<file path="config.mk">
export PLATFORM = sky130hd
export DESIGN_NAME = citd_decoder
export DESIGN_NICKNAME = d
export VERILOG_FILES = /design/src/citd_decoder.v
export VERILOG_INCLUDE_DIRS = /design/src /design/src/src
export SDC_FILE = /design/constraint.sdc
export NUM_CORES = 1
export LEC_CHECK = 0
export BUFFER_PORTS_ARGS = -buffer_cell sky130_fd_sc_hd__buf_2
export CORE_UTILIZATION = 30
export CTS_BUF_LIST = sky130_fd_sc_hd__clkbuf_8
export CTS_CLUSTER_DIAMETER = 60
export CTS_CLUSTER_SIZE = 30
export DETAILED_ROUTE_END_ITERATION = 6
export SLEW_MARGIN = 30
export SYNTH_ARGS = -nofsm -noshare
export SYNTH_HDL_FRONTEND = slang
export SYNTH_SLANG_ARGS = --single-unit
</file>
<file path="constraint.sdc">
create_clock -name clk -period 6.1 [get_ports clk]
set_input_delay 0 -clock clk [delete_from_list [all_inputs] [get_ports clk]]
set_output_delay 0 -clock clk [all_outputs]
set_load 0.01 [all_outputs]
</file>
<file path="src/citd_consts.vh">
// Constants for the instruction decode and cycle timing block
`ifndef CITD_CONSTS_VH
`define CITD_CONSTS_VH
`define CITD_OP_WIDTH 8
`define CITD_CNT_WIDTH 4
`define CITD_MAX_CYCLES 4'h8
`define CITD_CYC_MUL 4'h4
`define CITD_CYC_DIV 4'h8
`define CITD_CYC_CODE 4'h3
`define CITD_CYC_XDATA 4'h3
`define CITD_OP_NOP 8'h00
`define CITD_OP_SPARE 8'hA5
`define CITD_OP_MUL 8'hA4
`define CITD_OP_DIV 8'h84
`define CITD_OP_CODE_DP 8'h93
`define CITD_OP_CODE_PC 8'h83
`define CITD_OP_XRD_RI0 8'hE2
`define CITD_OP_XRD_RI1 8'hE3
`define CITD_OP_XRD_DP 8'hE0
`define CITD_OP_XWR_RI0 8'hF2
`define CITD_OP_XWR_RI1 8'hF3
`define CITD_OP_XWR_DP 8'hF0
`endif

</file>
<file path="src/citd_decoder.v">
// Opcode length and cycle count decoder with fetch hold sequencing
//
// What this block does
// - Count every instruction in plain system clocks
// - Most instructions take cycles equal bytes
// - Untaken conditional branch is one clock shorter
// - External data write is the flash write path
// - No off-chip data or program memory port
// - Add family: reg 1/1, direct 2/2, indirect 1/2
// - Inc/dec 1 or 2; multiply 4; divide 8
// - Logic ops as add; direct forms 2/2, 3/3
// - Accumulator-only operations take one byte, one cycle
// - Direct-direct, immediate-direct, pointer load take 3/3
// - Indirect RAM moves take two cycles
// - Both code byte reads take 1/3
// - All external data moves take 1/3
// - Stack push and pop take 2/2
// - Exchange register 1/1, direct 2/2
// - Standard encoding; only timing differs
// - Spare opcode behaves as no-operation
// - No instruction exceeds eight clocks
`timescale 1ns/10ps
`include "citd_consts.vh"

module citd_decoder #(
    parameter OPW = `CITD_OP_WIDTH,
    parameter CNTW = `CITD_CNT_WIDTH
) (
    input wire clk,
    input wire rst,
    input wire opValid,
    input wire [OPW-1:0] opcode,
    input wire branchTaken,
    output reg opReady,
    output reg [1:0] instLen,
    output reg [CNTW-1:0] instCycles,
    output reg instStart,
    output reg instDone,
    output reg isBranch,
    output reg flashWrite,
    output reg dataRead,
    output reg codeRead
);

    // ------------------------------------------------------------
    // Decode
    // ------------------------------------------------------------
    reg [1:0] lenDec;
    reg [CNTW-1:0] cycDec;
    reg brDec;
    reg xwrDec;
    reg xrdDec;
    reg crdDec;
    wire [3:0] lo;
    wire [3:0] hi;

    assign lo = opcode[3:0];
    assign hi = opcode[7:4];

    always @* begin
        lenDec = 2'h1;
        cycDec = 4'h1;
        brDec = 1'b0;
        xwrDec = 1'b0;
        xrdDec = 1'b0;
        crdDec = 1'b0;
        // Columns 8..F are register forms: one byte, one cycle except rows 7, 8, A, B and D
        if (lo >= 4'h8) begin
            case (hi)
                4'h8, 4'hA: begin
                    lenDec = 2'h2;
                    cycDec = 4'h2;
                end
                4'hB: begin
                    // Compare immediate to register and jump
                    lenDec = 2'h3;
                    cycDec = 4'h4;
                    brDec = 1'b1;
                end
                4'hD: begin
                    lenDec = 2'h2;
                    cycDec = 4'h3;
                    brDec = 1'b1;
                end
                4'h7: begin
                    lenDec = 2'h2;
                    cycDec = 4'h2;
                end
                default: begin
                    lenDec = 2'h1;
                    cycDec = 4'h1;
                end
            endcase
        end else if (lo == 4'h6 || lo == 4'h7) begin
            // Indirect RAM forms take an extra cycle except rows 7, 8 and A, which match their register forms at two cycles, and row D at two against three
            case (hi)
                4'h7, 4'h8, 4'hA: begin
                    lenDec = 2'h2;
                    cycDec = 4'h2;
                end
                4'hB: begin
                    lenDec = 2'h3;
                    cycDec = 4'h5;
                    brDec = 1'b1;
                end
                default: begin
                    lenDec = 2'h1;
                    cycDec = 4'h2;
                end
            endcase
        end else if (lo == 4'h5) begin
            case (hi)
                4'h7, 4'h8: begin
                    lenDec = 2'h3;
                    cycDec = 4'h3;
                end
                4'hA: begin
                    lenDec = 2'h1;
                    cycDec = 4'h1;
                end
                4'hB, 4'hD: begin
                    lenDec = 2'h3;
                    cycDec = 4'h4;
                    brDec = 1'b1;
                end
                default: begin
                    lenDec = 2'h2;
                    cycDec = 4'h2;
                end
            endcase
        end else if (lo == 4'h4) begin
            case (hi)
                4'h2, 4'h3, 4'h4, 4'h5, 4'h6, 4'h7, 4'h9, 4'hB: begin
                    lenDec = (hi == 4'hB) ? 2'h3 : 2'h2;
                    cycDec = (hi == 4'hB) ? 4'h4 : 4'h2;
                    brDec = (hi == 4'hB);
                end
                4'h8: begin
                    cycDec = `CITD_CYC_DIV;
                end
                4'hA: begin
                    cycDec = `CITD_CYC_MUL;
                end
                default: begin
                    lenDec = 2'h1;
                    cycDec = 4'h1;
                end
            endcase
        end else if (lo == 4'h3) begin
            case (hi)
                4'h0, 4'h1, 4'h2, 4'h3, 4'hA, 4'hB, 4'hC, 4'hD: begin
                    lenDec = 2'h1;
                    cycDec = 4'h1;
                end
                4'h4, 4'h5, 4'h6: begin
                    lenDec = 2'h3;
                    cycDec = 4'h3;
                end
                4'h8, 4'h9: begin
                    cycDec = `CITD_CYC_CODE;
                    crdDec = 1'b1;
                end
                4'h7: begin
                    lenDec = 2'h1;
                    cycDec = 4'h3;
                end
                default: begin
                    xrdDec = (hi == 4'hE);
                    xwrDec = (hi == 4'hF);
                    cycDec = `CITD_CYC_XDATA;
                end
            endcase
        end else if (lo == 4'h2) begin
            case (hi)
                4'h0, 4'h1: begin
                    lenDec = 2'h3;
                    cycDec = 4'h4;
                end
                4'h2, 4'h3: cycDec = 4'h5;
                4'h4, 4'h5, 4'h6: begin
                    lenDec = 2'h2;
                    cycDec = 4'h2;
                end
                4'hE, 4'hF: begin
                    xrdDec = (hi == 4'hE);
                    xwrDec = (hi == 4'hF);
                    cycDec = `CITD_CYC_XDATA;
                end
                default: begin
                    lenDec = 2'h2;
                    cycDec = 4'h2;
                end
            endcase
        end else if (lo == 4'h1) begin
            // Absolute jump and call
            lenDec = 2'h2;
            cycDec = 4'h3;
        end else begin
            case (hi)
                4'h0: begin
                    lenDec = 2'h1;
                    cycDec = 4'h1;
                end
                4'h1, 4'h2, 4'h3: begin
                    lenDec = 2'h3;
                    cycDec = 4'h4;
                    brDec = 1'b1;
                end
                4'h4, 4'h5, 4'h6, 4'h7: begin
                    lenDec = 2'h2;
                    cycDec = 4'h3;
                    brDec = 1'b1;
                end
                4'h8: begin
                    lenDec = 2'h2;
                    cycDec = 4'h3;
                end
                4'h9: begin
                    lenDec = 2'h3;
                    cycDec = 4'h3;
                end
                4'hC, 4'hD: begin
                    lenDec = 2'h2;
                    cycDec = 4'h2;
                end
                4'hE, 4'hF: begin
                    xrdDec = (hi == 4'hE);
                    xwrDec = (hi == 4'hF);
                    cycDec = `CITD_CYC_XDATA;
                end
                default: begin
                    lenDec = 2'h2;
                    cycDec = 4'h2;
                end
            endcase
        end
    end

    // ------------------------------------------------------------
    // Cycle sequencer
    // ------------------------------------------------------------
    localparam ST_IDLE = 1'b0;
    localparam ST_EXEC = 1'b1;

    reg state_r;
    reg [CNTW-1:0] remain_r;
    wire accept;

    assign accept = opValid && opReady;

    always @(posedge clk) begin
        if (rst) begin
            state_r <= ST_IDLE;
            remain_r <= {CNTW{1'b0}};
            opReady <= 1'b1;
            instLen <= 2'h0;
            instCycles <= {CNTW{1'b0}};
            instStart <= 1'b0;
            instDone <= 1'b0;
            isBranch <= 1'b0;
            flashWrite <= 1'b0;
            dataRead <= 1'b0;
            codeRead <= 1'b0;
        end else begin
            instStart <= accept;
            instDone <= 1'b0;
            flashWrite <= 1'b0;
            dataRead <= 1'b0;
            codeRead <= 1'b0;
            case (state_r)
                ST_IDLE: begin
                    if (accept) begin
                        instLen <= lenDec;
                        instCycles <= cycDec;
                        isBranch <= brDec;
                        flashWrite <= xwrDec;
                        dataRead <= xrdDec;
                        codeRead <= crdDec;
                        // Untaken branch ends one clock early
                        if (brDec && !branchTaken) begin
                            remain_r <= cycDec - 4'h1;
                        end else begin
                            remain_r <= cycDec;
                        end
                        if (cycDec == 4'h1 ||
                            (brDec && !branchTaken && cycDec == 4'h2)) begin
                            instDone <= 1'b1;
                            opReady <= 1'b1;
                        end else begin
                            state_r <= ST_EXEC;
                            opReady <= 1'b0;
                        end
                    end
                end
                ST_EXEC: begin
                    remain_r <= remain_r - 4'h1;
                    if (remain_r == 4'h2) begin
                        instDone <= 1'b1;
                        opReady <= 1'b1;
                        state_r <= ST_IDLE;
                    end
                end
                default: state_r <= ST_IDLE;
            endcase
        end
    end

endmodule

</file>
---- Word level (Yosys, flattened, before mapping) ----
Index checks and enable logic that the tools add are counted.
cells by class
  $add $sub $neg .......................... 2
  $mul .................................... 0
  divide/modulo/power cells ............... 0
  order comparisons ....................... 1
  equal/unequal tests ..................... 27
  shift operators ......................... 0
  multiplexer cells ....................... 66
  bitwise gates (word level) .............. 3
  reduce and logical (&&, ||, !) cells .... 30
operators by type and width
  cell                                                                    number
  3-bit case mux with 3 select lines                                      4
  4-bit by 3-bit equality test with 1-bit output (second input constant)  8
  4-bit equality test (second input constant)                             8
  4-bit two-way mux                                                       8
  8-bit OR reduction                                                      4
  1-bit two-way mux                                                       31
  4-bit by 2-bit equality test with 1-bit output (second input constant)  6
  2-bit two-way mux                                                       10
  2-bit case mux with 2 select lines                                      5
  4-bit OR reduction                                                      4
  14-bit OR reduction                                                     1
  7-bit OR reduction                                                      2
  4-bit by 1-bit equality test with 1-bit output (second input constant)  3
  4-bit case mux with 3 select lines                                      1
  2-bit OR reduction                                                      6
  3-bit OR reduction                                                      4
  3-bit two-way mux                                                       3
  4-bit case mux with 2 select lines                                      1
  4-bit by 1-bit subtractor with 4-bit output (second input constant)     2
  1-bit case mux with 2 select lines                                      3
  4-bit greater-or-equal comparator (second input constant)               1
  4-bit logical NOT                                                       1
  2-bit AND reduction                                                     2
  1-bit logical AND                                                       3
  5 further kinds                                                         8
word-level totals
  flip-flop bits (word level) ............. 18
  bits in latches ......................... 0
  RAM bits ................................ 0
  bits in read-only memories .............. 0
  input bits .............................. 12
  output and inout bits ................... 13
  logic and storage cells ................. 140
  memories ................................ 0

---- Logic depth before layout (Yosys ltp) ----
  depth after elaboration ................. 16
  mapped depth ............................ 14
  gate-level depth less buffers ........... 11

---- Least setup slack after synthesis ----
Ideal clock, no wire load.
  path kind ............................... input -> register
  start ................................... in opcode[7]
  end ..................................... reg state_r
  setup time .............................. 0.130 ns
  arrival ................................. 1.972 ns
  data required time ...................... 5.970 ns
  path slack .............................. 3.998 ns
  cell stages on the path ................. 13
  buffers on the path ..................... 2
  cell sequence ........................... buf_2 -> buf_2 -> nor2b_1 -> xor2_1 -> o22ai_1 -> o31ai_1 -> nand2_1 -> inv_1 -> ha_1 -> inv_1 -> o41ai_1 -> and3b_1 -> o32ai_1
on the way
  longest elaborated chain between the ends .. 16
  elaborated cells on any way between the ends .. 61
  those cells by class .................... 17 x eq/ne; 29 x mux; 15 x reduce/logical
ends and longest elaborated chain
  item                                                                line                                    RTL
  from (decl)                                                         citd_decoder.v:32                       input wire [OPW-1:0] opcode,
  4-bit equality test, or another cell as far along                   citd_decoder.v:174, citd_decoder.v:199
  8-bit OR reduction (no line) or 3-bit OR reduction (tied branches)  --
  3-bit case mux with 3 select lines                                  citd_decoder.v:199                      case (hi)
  3-bit two-way mux                                                   citd_decoder.v:194                      end else if (lo == 4'h1) begin
  4-bit two-way mux                                                   citd_decoder.v:173                      end else if (lo == 4'h2) begin
  4-bit two-way mux                                                   citd_decoder.v:149                      end else if (lo == 4'h3) begin
  4-bit two-way mux                                                   citd_decoder.v:131                      end else if (lo == 4'h4) begin
  4-bit two-way mux                                                   citd_decoder.v:111                      end else if (lo == 4'h5) begin
  4-bit two-way mux                                                   citd_decoder.v:94                       end else if (lo == 4'h6 || lo == 4'h7) begin
  4-bit two-way mux (*)                                               citd_decoder.v:68                       if (lo >= 4'h8) begin
  via cycDec[1]                                                       citd_decoder.v:49                       reg [CNTW-1:0] cycDec;
  4-bit by 2-bit equality test with 1-bit output                      citd_decoder.v:286                      (brDec && !branchTaken && cycDec == 4'h2)) begin
  1-bit logical AND                                                   citd_decoder.v:286
  1-bit logical OR (*)                                                citd_decoder.v:285                      if (cycDec == 4'h1 ||
  1-bit two-way mux (*)                                               citd_decoder.v:285
  1-bit two-way mux (*)                                               citd_decoder.v:272                      if (accept) begin
  1-bit case mux with 2 select lines (*)                              citd_decoder.v:270                      case (state_r)
  to (signal assigned)                                                citd_decoder.v:290                      state_r <= ST_EXEC;
  to (signal assigned)                                                citd_decoder.v:300                      state_r <= ST_IDLE;
  to (signal assigned)                                                citd_decoder.v:303                      default: state_r <= ST_IDLE;
  to (decl)                                                           citd_decoder.v:245                      reg state_r;
The timed path passes the listed nets; every way through them passes the cells marked *.
A chain may end at the register's enable or synchronous reset.

---- Worst setup path in the final report ----
Same ends and word-level chain as after synthesis.

==> results.txt <==
Clock root cell - sky130_fd_sc_hd__clkbuf_8
Number of filler cells placed in the layout - 588
Share of final-layout standard cells stronger than drive strength 1 - 15.4%
IO Pins - 25
Main synth FF type - sky130_fd_sc_hd__dfxtp_1
Most common library cells after synthesis - sky130_fd_sc_hd__a21oi_1 (24), sky130_fd_sc_hd__nand2_1 (24), sky130_fd_sc_hd__dfxtp_1 (18), sky130_fd_sc_hd__nor2_1 (18)
CP delay by family, top - simple AND/OR/NAND/NOR gates
Antenna violations before repair - 0
Area share of the leading cell type in the synthesized netlist - 22.3%
Via count - 1,655
Final wirelength - 4.11 mm
Placed instance count - 300
Yosys warnings - 0
Placeable core area - 5140 um^2
Data required time at the worst endpoint - 6.22 ns
Biggest fanout along the worst timing path - 25
Final Cycle Share - 38.5%
Drt first-iter violations - 124
Total Negative Setup Slacks - 0 ns
Half-perimeter wire length after placement - 3.02 mm
Leakage power - 0.700 nW
Top cells by area in the synthesized netlist - sky130_fd_sc_hd__dfxtp_1 (22%), sky130_fd_sc_hd__a21oi_1 (7.4%), sky130_fd_sc_hd__nand2_1 (5.6%), sky130_fd_sc_hd__nor2_1 (4.2%), sky130_fd_sc_hd__ha_1 (3.9%)
Register Area - 360 um^2
First-pass detailed-route iteration total - 4
Area growth syn-to-layout - 9.67%
CTS Buffer Depth - 2
Via count of the first global-routing pass - 1,327
Total placed instance area - 1720 um^2
Die W - 75.4 um
Final count of hold timing violations - 0
ANT cells - 0
Count of input and output buffers - 24
Global routing usage summed across all routing layers - 14.5%
Crit-path max cell delay - 0.40 ns
Number of endpoints failing setup at the final stage - 0
Skew-Pair Late Insertion Delay - 0.25 ns
Post-synthesis cell area - 1620 um^2
Share of synthesized flip-flops with an asynchronous set or reset - 0%
DRT antenna net count - 0
Measured slew at the worst slew-check pin - 0.705 ns
Number of distinct library cell variants in the gate-level netlist after synthesis - 57
Number of H-tree branching levels - 1
Placement-stage worst setup slack - 3.53 ns
Crit path DAT - 2.47 ns
Final worst slack - 3.75 ns
Number of gates given a new drive strength after cts - 0
Number of buffers inserted during clock tree synthesis - 3
Final number of max-transition violations - 0
Startpoint class of the critical path - primary input
Area of combinational cells with multiple inputs - 1110 um^2
Worst path cell trace - buf_2, nand2b_1, nor3_1, o22ai_1, o31ai_1, nand2_1, inv_1, ha_1, inv_1, o41ai_1, and3b_1, o32ai_1
Residual overflow from global routing - 0
Effective utilization at floorplan - 31.5%
Total Die Area - 5690 um^2
Clock slew at reported path FFs - 0.06 ns
Library cell appearing most often on the critical path - sky130_fd_sc_hd__inv_1
Fmax - 426 MHz
Final #Nets - 252
Largest net degree at the start of global routing - 26
Cell type with the highest aggregate area in the netlist - sky130_fd_sc_hd__dfxtp_1
Result of the run - complete, no violations
Number of buffers added to fix hold violations after cts - 0
Category of the most critical setup path - primary input to flop
Synth Instances - 224
Buffers inserted by post-CTS timing repair - 0
CTS tree - done
Final GP Congestion - 0.886
Fin area - 1770 um^2
RSZ-0062 raised after global routing - no
Peak supply drop - 0.0788 mV
Type of destination of the critical path - flop
Mean Syn Cell Area - 7.22 um^2
Mean number of vias per cell - 5.44
Mapped Nets - 241
CTS sink count - 18
Number of synthesized register bits - 18
Min Clock Period, post-route - 2.35 ns
Post-synth EDFFs - 0
Path type of the worst min-delay path - primary input to flop
Placement row count - 26
Final routed wire length divided by cell count - 13.5 um
Wire length of the first global-routing pass - 6.41 mm
Count of max-cap constraint violations - 0
Detailed-route DRC error count - 0
Fin Clk Skew - 0.00444 ns
Slew headroom - 52.9%
Layout Cells excl Fill - 304
Count of buffering cells on the critical path with inverters included - 3
Total power per unit cell area - 201 nW/um^2
Chip height - 75.4 um
Critical Path Slowest Stage Cell - sky130_fd_sc_hd__o31ai_1
Proportion of synthesized chip area in sequential cells - 22.3%
==> cells by family (layout without fill, tap and decap cells) <==
family	Yosys count	after routing	synth area share, %
xor gates and xnor gates	4	4	2.17
DFF	18	18	22.3
AOI/OAI and AO/OA	73	73	29.9
adders and majority gates	5	5	3.87
buffers and inverters	30	40	9.36
and+or+nand+nor	91	91	30.5
muxes	3	3	1.86
==> stage by stage <==
stage               hold WS [ns]  utilization (%)  total power, W
finish                     0.124             34.5        0.000356
floorplan                  0.186                -        0.000237
detailed placement         0.384             33.4        0.000266
global route               0.133             34.5        0.000382
global placement           0.373             33.4        0.000266
CTS                        0.124             34.5        0.000360
==> placed cells by master, fill, tap and decap left out, types with 5 or more instances in the layout <==
master	instances
sky130_fd_sc_hd__buf_2	24
sky130_fd_sc_hd__ha_1	5
sky130_fd_sc_hd__o21ai_0	8
sky130_fd_sc_hd__o22ai_1	5
sky130_fd_sc_hd__dfxtp_1	18
sky130_fd_sc_hd__nor4_1	5
sky130_fd_sc_hd__nand3_1	7
sky130_fd_sc_hd__a31oi_1	5
sky130_fd_sc_hd__nor2_1	18
sky130_fd_sc_hd__inv_1	10
sky130_fd_sc_hd__a21oi_1	24
sky130_fd_sc_hd__nor3_1	8
sky130_fd_sc_hd__nand2_1	24
==> power by group <==
| part | switching [W] | internal [W] |
|---|---|---|
| logic | 0.0000758 | 0.0000455 |
| registers | 0.0000118 | 0.000131 |
| clock network | 0.0000353 | 0.0000572 |
| total | 0.000123 | 0.000233 |
==> cell type report <==
class                   count  area share (%)
well taps                  70            4.94
flip-flops and latches     18            20.3
multi-input cells         176            62.3
repair buffers             24            6.77
inverters                  12            2.54
clock buffers               4            3.10
==> per-layer routing <==
metal	wire length, um	vias up	GRT usage [%]	part of all wire, %
li1	-	846	-	-
met1	1960	744	20.3	48
met2	1860	55	22.2	45
met3	211	10	2.38	5.1
met4	73	0	5.76	1.8
met5	0	-	0	0
==> worst reg2reg max path, stage by stage, from the launching register on <==
cell and delay [ns]:
sky130_fd_sc_hd__dfxtp_1 0.36, sky130_fd_sc_hd__nand2_1 0.17, sky130_fd_sc_hd__nor2_1 0.58, sky130_fd_sc_hd__a211oi_1 0.10, sky130_fd_sc_hd__a311o_1 0.31, sky130_fd_sc_hd__a21oi_1 0.11
==> state kept, by name, indices dropped and copies added, names as in the netlist <==
register and count:
instCycles 4, dataRead 1, instStart 1, isBranch 1
instDone 1, codeRead 1, flashWrite 1, opReady 1
instLen 2, remain_r 4, state_r 1
==> worst paths after layout <==
path / start / endpoint / slack, ns / cells past startpoint
worst max-delay path: opcode[7] / state_r$_SDFF_PP0_ / 3.75 / 12
worst min-delay path: rst / isBranch$_SDFFE_PP0P_ / 0.12 / 2
worst max register to register: opReady$_SDFFE_PP1P_ / remain_r[2]$_SDFFE_PP0P_ / 4.41 / 5
worst min register to register: instCycles[0]$_SDFFE_PP0P_ / instCycles[0]$_SDFFE_PP0P_ / 0.46 / 2
No activity file was read; power rests on OpenSTA's default activity.
